$ cat config.mk
export PLATFORM = sky130hd
export DESIGN_NAME = dpw_verbs
export DESIGN_NICKNAME = d
export VERILOG_FILES = /design/src/dpw_pkg.sv /design/src/dpw_verbs.sv
export VERILOG_INCLUDE_DIRS = /design/src
export SDC_FILE = /design/constraint.sdc
export NUM_CORES = 1
export LEC_CHECK = 0
export ABC_CLOCK_PERIOD_IN_PS = 3080
export BUFFER_PORTS_ARGS = -buffer_cell sky130_fd_sc_hd__buf_2
export CAP_MARGIN = 10
export CORE_MARGIN = 2
export CORE_UTILIZATION = 28
export CTS_BUF_LIST = sky130_fd_sc_hd__clkbuf_4
export CTS_CLUSTER_DIAMETER = 30
export CTS_CLUSTER_SIZE = 12
export DETAILED_ROUTE_END_ITERATION = 16
export PLACE_DENSITY = 0.4
export SYNTH_ARGS = -nofsm -noshare
export SYNTH_HDL_FRONTEND = slang
export SYNTH_SLANG_ARGS = --single-unit
$ cat constraint.sdc
create_clock -name i_clock -period 3.08 [get_ports i_clock]
set_input_delay 0.308 -clock i_clock [delete_from_list [all_inputs] [get_ports i_clock]]
set_output_delay 0.308 -clock i_clock [all_outputs]
set_load 0.02 [all_outputs]
$ cat src/dpw_regs.svh
// Verb codes, node numbers, fixed answers and reset values of the digital pin widgets
`ifndef DPW_REGS_SVH
`define DPW_REGS_SVH

`define DPW_NODE_PRIMARY 7'h2d
`define DPW_NODE_SECONDARY 7'h2e
`define DPW_NODE_RX 7'h2f
`define DPW_NODE_BEEP 7'h22

`define DPW_VERB_GET_PARAM 12'hf00
`define DPW_VERB_GET_CONN 12'hf02
`define DPW_VERB_GET_PS 12'hf05
`define DPW_VERB_SET_PS 12'h705
`define DPW_VERB_GET_PCTL 12'hf07
`define DPW_VERB_SET_PCTL 12'h707
`define DPW_VERB_GET_CFG 12'hf1c
`define DPW_VERB_SET_CFG0 12'h71c
`define DPW_VERB_SET_CFG1 12'h71d
`define DPW_VERB_SET_CFG2 12'h71e
`define DPW_VERB_SET_CFG3 12'h71f

`define DPW_PARAM_WCAPS 8'h09
`define DPW_PARAM_PINCAPS 8'h0c
`define DPW_PARAM_CONN_LEN 8'h0e
`define DPW_PARAM_PS_SUP 8'h0f

`define DPW_WCAPS_TX 32'h00400701
`define DPW_WCAPS_RX 32'h00400601
`define DPW_WCAPS_BEEP 32'h0070040c
`define DPW_PINCAPS_TX 32'h00000010
`define DPW_PINCAPS_RX 32'h00000030
`define DPW_CONN_LEN 32'h00000001
`define DPW_PS_SUP 32'h0000000f
`define DPW_CONN_PRIMARY 32'h0000000e
`define DPW_CONN_SECONDARY 32'h0000000f
`define DPW_PS_CTRL_RST 32'h00000400

`define DPW_CFG_RST_PRIMARY 32'h074411f0
`define DPW_CFG_RST_SECONDARY 32'h985601f0
`define DPW_CFG_RST_RX 32'h07c421f0

`define DPW_PCTL_MASK_TX 8'h40
`define DPW_PCTL_MASK_RX 8'h60
`define DPW_PCTL_OE_BIT 6
`define DPW_PCTL_IE_BIT 5
`define DPW_PS_MAX 8'h03
`define DPW_PS_D0 4'h0
`define DPW_PINCAPS_DISP_BIT 7
`define DPW_PORT_CONN_NONE 2'h1

`endif

$ cat src/dpw_pkg.sv
// Types shared by the digital pin widget verb block
package dpw_pkg;

	// One command word as it arrives from the link controller
	typedef struct packed {
		logic [3:0] codec_addr;
		logic indirect;
		logic [6:0] node_identifier;
		logic [11:0] verb;
		logic [7:0] payload;
	} dpw_cmd_t;

	// Settable state of one pin widget
	typedef struct packed {
		logic [3:0] power_state_request;
		logic [3:0] power_state_actual;
		logic settings_reset_flag;
		logic [7:0] pin_control_byte;
		logic [31:0] config_default;
	} dpw_pin_t;

	// Command handling sequence, one bit changing per step from idle through decode to respond
	typedef enum logic [1:0] {
		DPW_IDLE = 2'h0,
		DPW_DECODE = 2'h1,
		DPW_RESPOND = 2'h3
	} dpw_state_t;

endpackage

$ cat src/dpw_verbs.sv
// Verb decoder and parameter store for three digital pin widgets and the beep widget
`timescale 1ns/100ps
`include "dpw_regs.svh"

// Function
// RL1 - Set power state payload 0..3 requests D0..D3
// RL2 - Power response: requested 3:0, actual 7:4
// RL3 - Transmit pins: only output enable writable
// RL4 - Receive pin: output and input enable writable
// RL5 - Config default written bytewise, read whole
// RL6 - Primary config default resets to 074411F0
// RL7 - Secondary config default resets to 985601F0
// RL8 - Receive config default resets to 07C421F0
// RL9 - Secondary widget capabilities answer 00400701
// RL10 - Receive widget capabilities 00400601, no list
// RL11 - Pin caps: secondary 10h, receive 30h
// RL12 - Secondary display flag from controls and config
// RL13 - Transmit pins report one-entry short list
// RL14 - Secondary connection entry is node 0Fh
// RL15 - Primary connection entry is node 0Eh
// RL16 - Pins and beep support D0 to D3
// RL17 - Beep widget at 22h answers 0070040C
// RL18 - Node 2Eh secondary, 2Fh receive pin
// RL19 - Power control response resets to 00000400
// RL20 - Node 2Dh selects primary transmit pin
// RL21 - Read-only fields ignore writes, fixed values
// RL22 - Config byte write touches own byte only
module dpw_verbs
	import dpw_pkg::*;
(
	// Clock and reset
	input wire logic i_clock,
	input wire logic i_nrst,
	// Link from the controller, asynchronous to i_clock
	input wire logic i_link_clk,
	input wire logic i_link_nrst,
	input wire logic i_cmd_valid,
	input wire dpw_cmd_t i_cmd,
	// Second transmitter display-link controls, asynchronous
	input wire logic i_second_tx_display_select,
	input wire logic i_second_tx_display_enable,
	// Response back to the link
	output logic [31:0] o_resp,
	output logic o_resp_valid,
	// Pin enables, driven only while the widget is in D0
	output logic o_primary_tx_oe,
	output logic o_secondary_tx_oe,
	output logic o_rx_pin_ie,
	output logic o_external_amp_powerdown_oe
);

	localparam int NPIN = 3;
	localparam int PRI = 0;
	localparam int SEC = 1;
	localparam int RXP = 2;

	// Two-flop synchronisers; stage one is read by stage two only
	logic link_clk_s1_reg;
	logic link_clk_s2_reg;
	logic link_clk_s3_reg; // Previous synchronised level for edge finding
	logic link_nrst_s1_reg;
	logic link_nrst_s2_reg;
	logic valid_s1_reg;
	logic valid_s2_reg;
	dpw_cmd_t cmd_s1_reg;
	dpw_cmd_t cmd_s2_reg;
	logic disp_sel_s1_reg;
	logic disp_sel_s2_reg;
	logic disp_en_s1_reg;
	logic disp_en_s2_reg;

	// Captured command and handling state
	dpw_cmd_t cmd_reg;
	dpw_state_t state_reg;
	dpw_state_t state_next;
	logic link_rise;

	// Widget state
	dpw_pin_t pin_reg [NPIN];

	// Decode results
	logic [NPIN-1:0] sel;
	logic sel_beep;
	logic [31:0] resp_next;
	logic disp_cap;

	// Synchronise everything that comes from the link or outside pins.
	// The command bus is held by the controller for a whole link period
	// (many i_clock cycles), so per-bit sampling settles before use.
	always_ff @(posedge i_clock or negedge i_nrst) begin
		if (!i_nrst) begin
			link_clk_s1_reg <= 1'b0;
			link_clk_s2_reg <= 1'b0;
			link_clk_s3_reg <= 1'b0;
			link_nrst_s1_reg <= 1'b0;
			link_nrst_s2_reg <= 1'b0;
			valid_s1_reg <= 1'b0;
			valid_s2_reg <= 1'b0;
			cmd_s1_reg <= '0;
			cmd_s2_reg <= '0;
			disp_sel_s1_reg <= 1'b0;
			disp_sel_s2_reg <= 1'b0;
			disp_en_s1_reg <= 1'b0;
			disp_en_s2_reg <= 1'b0;
		end else begin
			link_clk_s1_reg <= i_link_clk;
			link_clk_s2_reg <= link_clk_s1_reg;
			link_clk_s3_reg <= link_clk_s2_reg;
			link_nrst_s1_reg <= i_link_nrst;
			link_nrst_s2_reg <= link_nrst_s1_reg;
			valid_s1_reg <= i_cmd_valid;
			valid_s2_reg <= valid_s1_reg;
			cmd_s1_reg <= i_cmd;
			cmd_s2_reg <= cmd_s1_reg;
			disp_sel_s1_reg <= i_second_tx_display_select;
			disp_sel_s2_reg <= disp_sel_s1_reg;
			disp_en_s1_reg <= i_second_tx_display_enable;
			disp_en_s2_reg <= disp_en_s1_reg;
		end
	end

	// Rising edge of the link clock, seen after synchronisation
	assign link_rise = link_clk_s2_reg && !link_clk_s3_reg;

	// Node decode; the codec address field is not compared here
	always_comb begin
		sel = '0;
		sel_beep = 1'b0;
		case (cmd_reg.node_identifier)
			`DPW_NODE_PRIMARY: begin
				sel[PRI] = 1'b1; // [RL20]
			end
			`DPW_NODE_SECONDARY: begin
				sel[SEC] = 1'b1; // [RL18]
			end
			`DPW_NODE_RX: begin
				sel[RXP] = 1'b1; // [RL18]
			end
			`DPW_NODE_BEEP: begin
				sel_beep = 1'b1;
			end
			default: begin
				sel = '0;
			end
		endcase
	end

	// Command sequence: wait for a command on a link edge, apply it, answer
	always_comb begin
		state_next = state_reg;
		case (state_reg)
			DPW_IDLE: begin
				if (link_rise && valid_s2_reg) begin
					state_next = DPW_DECODE;
				end
			end
			DPW_DECODE: begin
				state_next = DPW_RESPOND;
			end
			DPW_RESPOND: begin
				state_next = DPW_IDLE;
			end
			default: begin
				state_next = DPW_IDLE;
			end
		endcase
	end

	// State register; a link reset drops any command in flight
	always_ff @(posedge i_clock or negedge i_nrst) begin
		if (!i_nrst) begin
			state_reg <= DPW_IDLE;
		end else if (!link_nrst_s2_reg) begin
			state_reg <= DPW_IDLE;
		end else begin
			state_reg <= state_next;
		end
	end

	// Capture the command word on the link edge that carries it
	always_ff @(posedge i_clock or negedge i_nrst) begin
		if (!i_nrst) begin
			cmd_reg <= '0;
		end else if (state_reg == DPW_IDLE && link_rise && valid_s2_reg) begin
			cmd_reg <= cmd_s2_reg;
		end
	end

	// Widget settings. Link reset restores defaults just like the chip reset,
	// so the settings-reset flag tells software its values were lost.
	always_ff @(posedge i_clock or negedge i_nrst) begin
		if (!i_nrst) begin
			for (int i = 0; i < NPIN; i++) begin
				pin_reg[i].power_state_request <= `DPW_PS_D0;
				pin_reg[i].power_state_actual <= `DPW_PS_D0;
				pin_reg[i].settings_reset_flag <= 1'b1; // [RL19]
				pin_reg[i].pin_control_byte <= 8'h00;
			end
			pin_reg[PRI].config_default <= `DPW_CFG_RST_PRIMARY; // [RL6]
			pin_reg[SEC].config_default <= `DPW_CFG_RST_SECONDARY; // [RL7]
			pin_reg[RXP].config_default <= `DPW_CFG_RST_RX; // [RL8]
		end else if (!link_nrst_s2_reg) begin
			for (int i = 0; i < NPIN; i++) begin
				pin_reg[i].power_state_request <= `DPW_PS_D0;
				pin_reg[i].power_state_actual <= `DPW_PS_D0;
				pin_reg[i].settings_reset_flag <= 1'b1; // [RL19]
				pin_reg[i].pin_control_byte <= 8'h00;
			end
			pin_reg[PRI].config_default <= `DPW_CFG_RST_PRIMARY; // [RL6]
			pin_reg[SEC].config_default <= `DPW_CFG_RST_SECONDARY; // [RL7]
			pin_reg[RXP].config_default <= `DPW_CFG_RST_RX; // [RL8]
		end else begin
			for (int i = 0; i < NPIN; i++) begin
				// Actual state follows the request one cycle later; no slow
				// analog settling is modelled in this block
				pin_reg[i].power_state_actual <= pin_reg[i].power_state_request; // [RL2]
				if (state_reg == DPW_DECODE && sel[i]) begin
					case (cmd_reg.verb)
						`DPW_VERB_SET_PS: begin
							// Payloads above D3 are ignored, request unchanged
							if (cmd_reg.payload <= `DPW_PS_MAX) begin
								pin_reg[i].power_state_request <= cmd_reg.payload[3:0]; // [RL1]
								pin_reg[i].settings_reset_flag <= 1'b0;
							end
						end
						`DPW_VERB_SET_PCTL: begin
							// Only the writable bits follow the payload
							if (i == RXP) begin
								pin_reg[i].pin_control_byte <=
									cmd_reg.payload & `DPW_PCTL_MASK_RX; // [RL4]
							end else begin
								pin_reg[i].pin_control_byte <=
									cmd_reg.payload & `DPW_PCTL_MASK_TX; // [RL3] [RL21]
							end
							pin_reg[i].settings_reset_flag <= 1'b0;
						end
						`DPW_VERB_SET_CFG0: begin
							pin_reg[i].config_default[7:0] <= cmd_reg.payload; // [RL5] [RL22]
							pin_reg[i].settings_reset_flag <= 1'b0;
						end
						`DPW_VERB_SET_CFG1: begin
							pin_reg[i].config_default[15:8] <= cmd_reg.payload; // [RL5] [RL22]
							pin_reg[i].settings_reset_flag <= 1'b0;
						end
						`DPW_VERB_SET_CFG2: begin
							pin_reg[i].config_default[23:16] <= cmd_reg.payload; // [RL5] [RL22]
							pin_reg[i].settings_reset_flag <= 1'b0;
						end
						`DPW_VERB_SET_CFG3: begin
							pin_reg[i].config_default[31:24] <= cmd_reg.payload; // [RL5] [RL22]
							pin_reg[i].settings_reset_flag <= 1'b0;
						end
						default: begin
							// Get verbs and unknown verbs change nothing
							pin_reg[i].settings_reset_flag <= pin_reg[i].settings_reset_flag;
						end
					endcase
				end
			end
		end
	end

	// Display-link capability of the secondary pin: both controls set and
	// the pin not declared as unconnected in its configuration default
	assign disp_cap = disp_sel_s2_reg && disp_en_s2_reg &&
		(pin_reg[SEC].config_default[31:30] != `DPW_PORT_CONN_NONE); // [RL12]

	// Response builder; anything not recognised answers zero
	always_comb begin
		resp_next = 32'h00000000;
		if (sel_beep) begin
			if (cmd_reg.verb == `DPW_VERB_GET_PARAM) begin
				case (cmd_reg.payload)
					`DPW_PARAM_WCAPS: begin
						resp_next = `DPW_WCAPS_BEEP; // [RL17]
					end
					`DPW_PARAM_PS_SUP: begin
						resp_next = `DPW_PS_SUP; // [RL16]
					end
					default: begin
						resp_next = 32'h00000000;
					end
				endcase
			end
		end
		for (int i = 0; i < NPIN; i++) begin
			if (sel[i]) begin
				case (cmd_reg.verb)
					`DPW_VERB_GET_PARAM: begin
						case (cmd_reg.payload)
							`DPW_PARAM_WCAPS: begin
								resp_next = (i == RXP) ? `DPW_WCAPS_RX : `DPW_WCAPS_TX; // [RL9] [RL10]
							end
							`DPW_PARAM_PINCAPS: begin
								if (i == RXP) begin
									resp_next = `DPW_PINCAPS_RX; // [RL11]
								end else begin
									resp_next = `DPW_PINCAPS_TX; // [RL11]
									if (i == SEC) begin
										resp_next[`DPW_PINCAPS_DISP_BIT] = disp_cap; // [RL12]
									end
								end
							end
							`DPW_PARAM_CONN_LEN: begin
								// Receive pin has no connection list at all
								resp_next = (i == RXP) ? 32'h00000000 : `DPW_CONN_LEN; // [RL13]
							end
							`DPW_PARAM_PS_SUP: begin
								resp_next = `DPW_PS_SUP; // [RL16]
							end
							default: begin
								resp_next = 32'h00000000;
							end
						endcase
					end
					`DPW_VERB_GET_CONN: begin
						// A single entry, so the offset index is not examined
						if (i == PRI) begin
							resp_next = `DPW_CONN_PRIMARY; // [RL15]
						end else if (i == SEC) begin
							resp_next = `DPW_CONN_SECONDARY; // [RL14]
						end else begin
							resp_next = 32'h00000000;
						end
					end
					`DPW_VERB_GET_PS: begin
						resp_next = `DPW_PS_CTRL_RST & 32'hfffffbff; // [RL21]
						resp_next[10] = pin_reg[i].settings_reset_flag; // [RL19]
						resp_next[7:4] = pin_reg[i].power_state_actual; // [RL2]
						resp_next[3:0] = pin_reg[i].power_state_request; // [RL2]
					end
					`DPW_VERB_GET_PCTL: begin
						resp_next = {24'h000000, pin_reg[i].pin_control_byte}; // [RL21]
					end
					`DPW_VERB_GET_CFG: begin
						resp_next = pin_reg[i].config_default; // [RL5]
					end
					default: begin
						resp_next = 32'h00000000;
					end
				endcase
			end
		end
	end

	// Response output: the word stands until the next command is answered,
	// the valid flag stands until the next link clock rising edge
	always_ff @(posedge i_clock or negedge i_nrst) begin
		if (!i_nrst) begin
			o_resp <= 32'h00000000;
			o_resp_valid <= 1'b0;
		end else if (!link_nrst_s2_reg) begin
			o_resp <= 32'h00000000;
			o_resp_valid <= 1'b0;
		end else if (state_reg == DPW_DECODE) begin
			o_resp <= resp_next;
			o_resp_valid <= 1'b1;
		end else if (link_rise) begin
			o_resp_valid <= 1'b0;
		end
	end

	// Pin enables: a widget drives or listens only in D0, so a sleeping
	// widget never leaves a pin active behind software's back
	always_ff @(posedge i_clock or negedge i_nrst) begin
		if (!i_nrst) begin
			o_primary_tx_oe <= 1'b0;
			o_secondary_tx_oe <= 1'b0;
			o_rx_pin_ie <= 1'b0;
			o_external_amp_powerdown_oe <= 1'b0;
		end else begin
			o_primary_tx_oe <= pin_reg[PRI].pin_control_byte[`DPW_PCTL_OE_BIT] &&
				(pin_reg[PRI].power_state_actual == `DPW_PS_D0);
			o_secondary_tx_oe <= pin_reg[SEC].pin_control_byte[`DPW_PCTL_OE_BIT] &&
				(pin_reg[SEC].power_state_actual == `DPW_PS_D0);
			o_rx_pin_ie <= pin_reg[RXP].pin_control_byte[`DPW_PCTL_IE_BIT] &&
				(pin_reg[RXP].power_state_actual == `DPW_PS_D0); // [RL4]
			o_external_amp_powerdown_oe <= pin_reg[RXP].pin_control_byte[`DPW_PCTL_OE_BIT] &&
				(pin_reg[RXP].power_state_actual == `DPW_PS_D0); // [RL4]
		end
	end

endmodule

==> results.yml <==
run_status:
  outcome: "complete, no violations"
critical_path:
  crit_arrival_ps: 3210
  reg2reg_from: "cmd_reg[8]"
  worstPathRequired_ps: 3640
  cp_max_fo: 8
  timing.rr.end: "pin_reg[143]"
  crit_path_start_kind: "register"
  r2r_slack_ps: 430
  cp-end-kind: "register"
  critical_path_class: "register to register"
  worstSetupStartpoint: "cmd_reg[8]"
  worstRegToRegCells: 6
yosys:
  netlist.area_leader.share: 0.5304
  async_flop_share: 1.000
  yosysTopAreaCell: "dfrtp_1"
  syn-cell-area_mm2: 0.01038
  syn_area_per_cell_um2: 11.65
  synth_ff_type: "dfrtp_1"
  yosysSeqAreaShare: 0.6266
  synthesis.instances: 891
  ys_seq_elements: 258
  synth_area_leaders: "dfrtp_1 (53%), dfstp_2 (9.6%), mux2_2 (8.1%)"
  synth_edf_count: 0
  ys_types: 66
  synth_warnings: 0
  synth_fp_nets: 930
detailed_routing:
  antenna_left: 0
  routed_wl_um: 31950
  first_iter_violations: 388
  via_per_inst: 4.789
  vias: 7576
  route.detailed.drc: 0
  wl_per_cell_um: 20.19
  first_pass_iters: 5
sta:
  setup_slack_ps: 428.7
  post-route-period-util: 0.8608
  fmax_ghz: 0.3772
  finalHoldWorstSlack_ps: 236.6
  setup_violations: 0
  slew_headroom: 0.3796
  tightest_slew_ps: 927.8
  hold_viol_final: 0
  finalMaxSlewViolations: 0
  fin_setup_tns_ps: 0
  finClkSkew_ps: 46.66
  rsz0062_at_grt: "no"
  min_period_ps: 2651
finish:
  layout.nets: 1099
  largest_reg_flops: 127
  seqCellArea_mm2: 0.006504
  filler_cell_count: 3696
  fin_area_mm2: 0.01290
  drive_gt1_frac: 0.3183
  layout_commonest_cell: "dfrtp_1"
  syn2layout_area_growth_pct: 24.29
  multiInputGateArea_mm2: 0.003647
  mostFrequentLayoutCells: "dfrtp_1 (220), nand2_1 (116), o21ai_0 (105)"
floorplanning:
  dieWidth_um: 196.5
  coreArea_mm2: 0.03652
  ios: 76
  row_count: 70
  start_util: 0.2842
  die_y_um: 196.5
  dieArea_mm2: 0.03863
flow_run:
  cap_violations: 0
pwr:
  swShare: 0.2775
  pwr-share-comb: 0.132
  p_sw_w: 0.002484
  p_per_area_mw_per_mm2: 693.7
  peakVddDrop_mv: 0.3727
  p_seq_frac: 0.460
  p_leak_nw: 5.748
  clock_power_share: 0.408
  p_int_w: 0.006465
clock_network:
  clock_sinks: 258
  cts_resized: 0
  clk_path_buf_depth: 3
  path_clk_slew_ps: 80
  h-tree-depth: 3
  clock_latency_ps: 700
  root_buffer: "clkbuf_4"
  cts_buffers: 66
  cts_tree: "yes"
placement:
  detailed_place_hpwl_um: 21590
  port_buffers: 70
  dpl-instance-area_mm2: 0.01151
  place_ws_ps: 462.8
  gp_congestion: 0.8598
global_routing:
  gr-max-usage-layer: "met2"
  track_usage: 0.1713
  grt_pass1_wl_um: 49070
  use_met2: 0.2558
  met3_usage: 0.04449
  overflow: 0
  grt_pass1_vias: 7872
  gr-usage-met1: 0.2383
  grt_start_max_net_pins: 91
  antenna_found_initial: 3
worst_hold_path:
  hold_path_class: "input port to async pin"
[repair_timing]
item                                   CTS  global route
hold buffers                            33             0
buffers inserted                         0             0
endpoints found under the hold margin  105             0
[metrics by stage]
step	std cells	util	total power, W
after floorplan	891	-	0.004787
after global placement	1427	0.3153	0.005337
after detailed placement	1427	0.3153	0.005357
after CTS	1577	0.3529	0.009122
after global routing	1582	0.3532	0.009480
final	1582	0.3532	0.008949
[worst max-delay path, stage by stage (launching register included)]
cell     delay, ps
dfrtp_1        510
or3b_2         500
or2_1          240
o31ai_1        410
inv_1          150
nor2_1         310
mux2_2         380
[layout make-up]
type	count	share of cell area
flip-flops and latches	258	0.5041
multi-input cells	577	0.2827
repair buffers	147	0.08302
clock buffers	84	0.04888
well taps	468	0.04539
clock inverters	33	0.03200
inverters	10	0.002910
diodes	5	0.0009698
[cell families (layout without fill, tap and decap cells)]
kind of cell / Yosys count / count (layout) / synth area share
AOI/OAI and AO/OA: 235 / 235 / 0.1413
xor gates and xnor gates: 1 / 1 / 0.0008439
buffers and inverters: 56 / 274 / 0.02230
DFF: 258 / 258 / 0.6266
muxes: 78 / 78 / 0.08426
other: 0 / 5 / 0
and+or+nand+nor: 263 / 263 / 0.1248
[Yosys cell counts (all sizes together), types with 4 or more instances]
| cell type | instances |
|---|---|
| o2bb2ai | 4 |
| a31oi | 9 |
| nor2 | 45 |
| a21o | 8 |
| clkbuf | 37 |
| and3 | 5 |
| nand2 | 116 |
| or2 | 7 |
| o211ai | 5 |
| and2 | 26 |
| nand2b | 6 |
| inv | 9 |
| dfstp | 38 |
| dfrtp | 220 |
| nand4 | 5 |
| nand3 | 12 |
| a22oi | 31 |
| o21ai | 105 |
| a221oi | 11 |
| mux2 | 75 |
| or3 | 4 |
| nor4 | 6 |
| nor2b | 8 |
| buf | 9 |
| a21oi | 34 |
| nor3 | 12 |
[worst max path at each step]
stage | endpoint
after floorplan | pin_reg[143]
after global placement | pin_reg[144]
after detailed placement | pin_reg[144]
after CTS | pin_reg[143]
after global routing | pin_reg[143]
final | pin_reg[143]
[per-layer routing]
layer	share of wire	routed length, um
met2	0.44	14150
met3	0.057	1816
met5	0.00041	13
met4	0.023	731
met1	0.48	15240
[power groups by stage]
stage	logic, W	registers (W)	clock network [W]
after CTS	0.00121	0.00412	0.00379
final	0.00118	0.00412	0.00365
after global placement	0.00116	0.00418	0
after floorplan	0.000722	0.00406	0
after detailed placement	0.00117	0.00419	0
after global routing	0.00132	0.00418	0.00399
(Power assumes the default switching activity.)
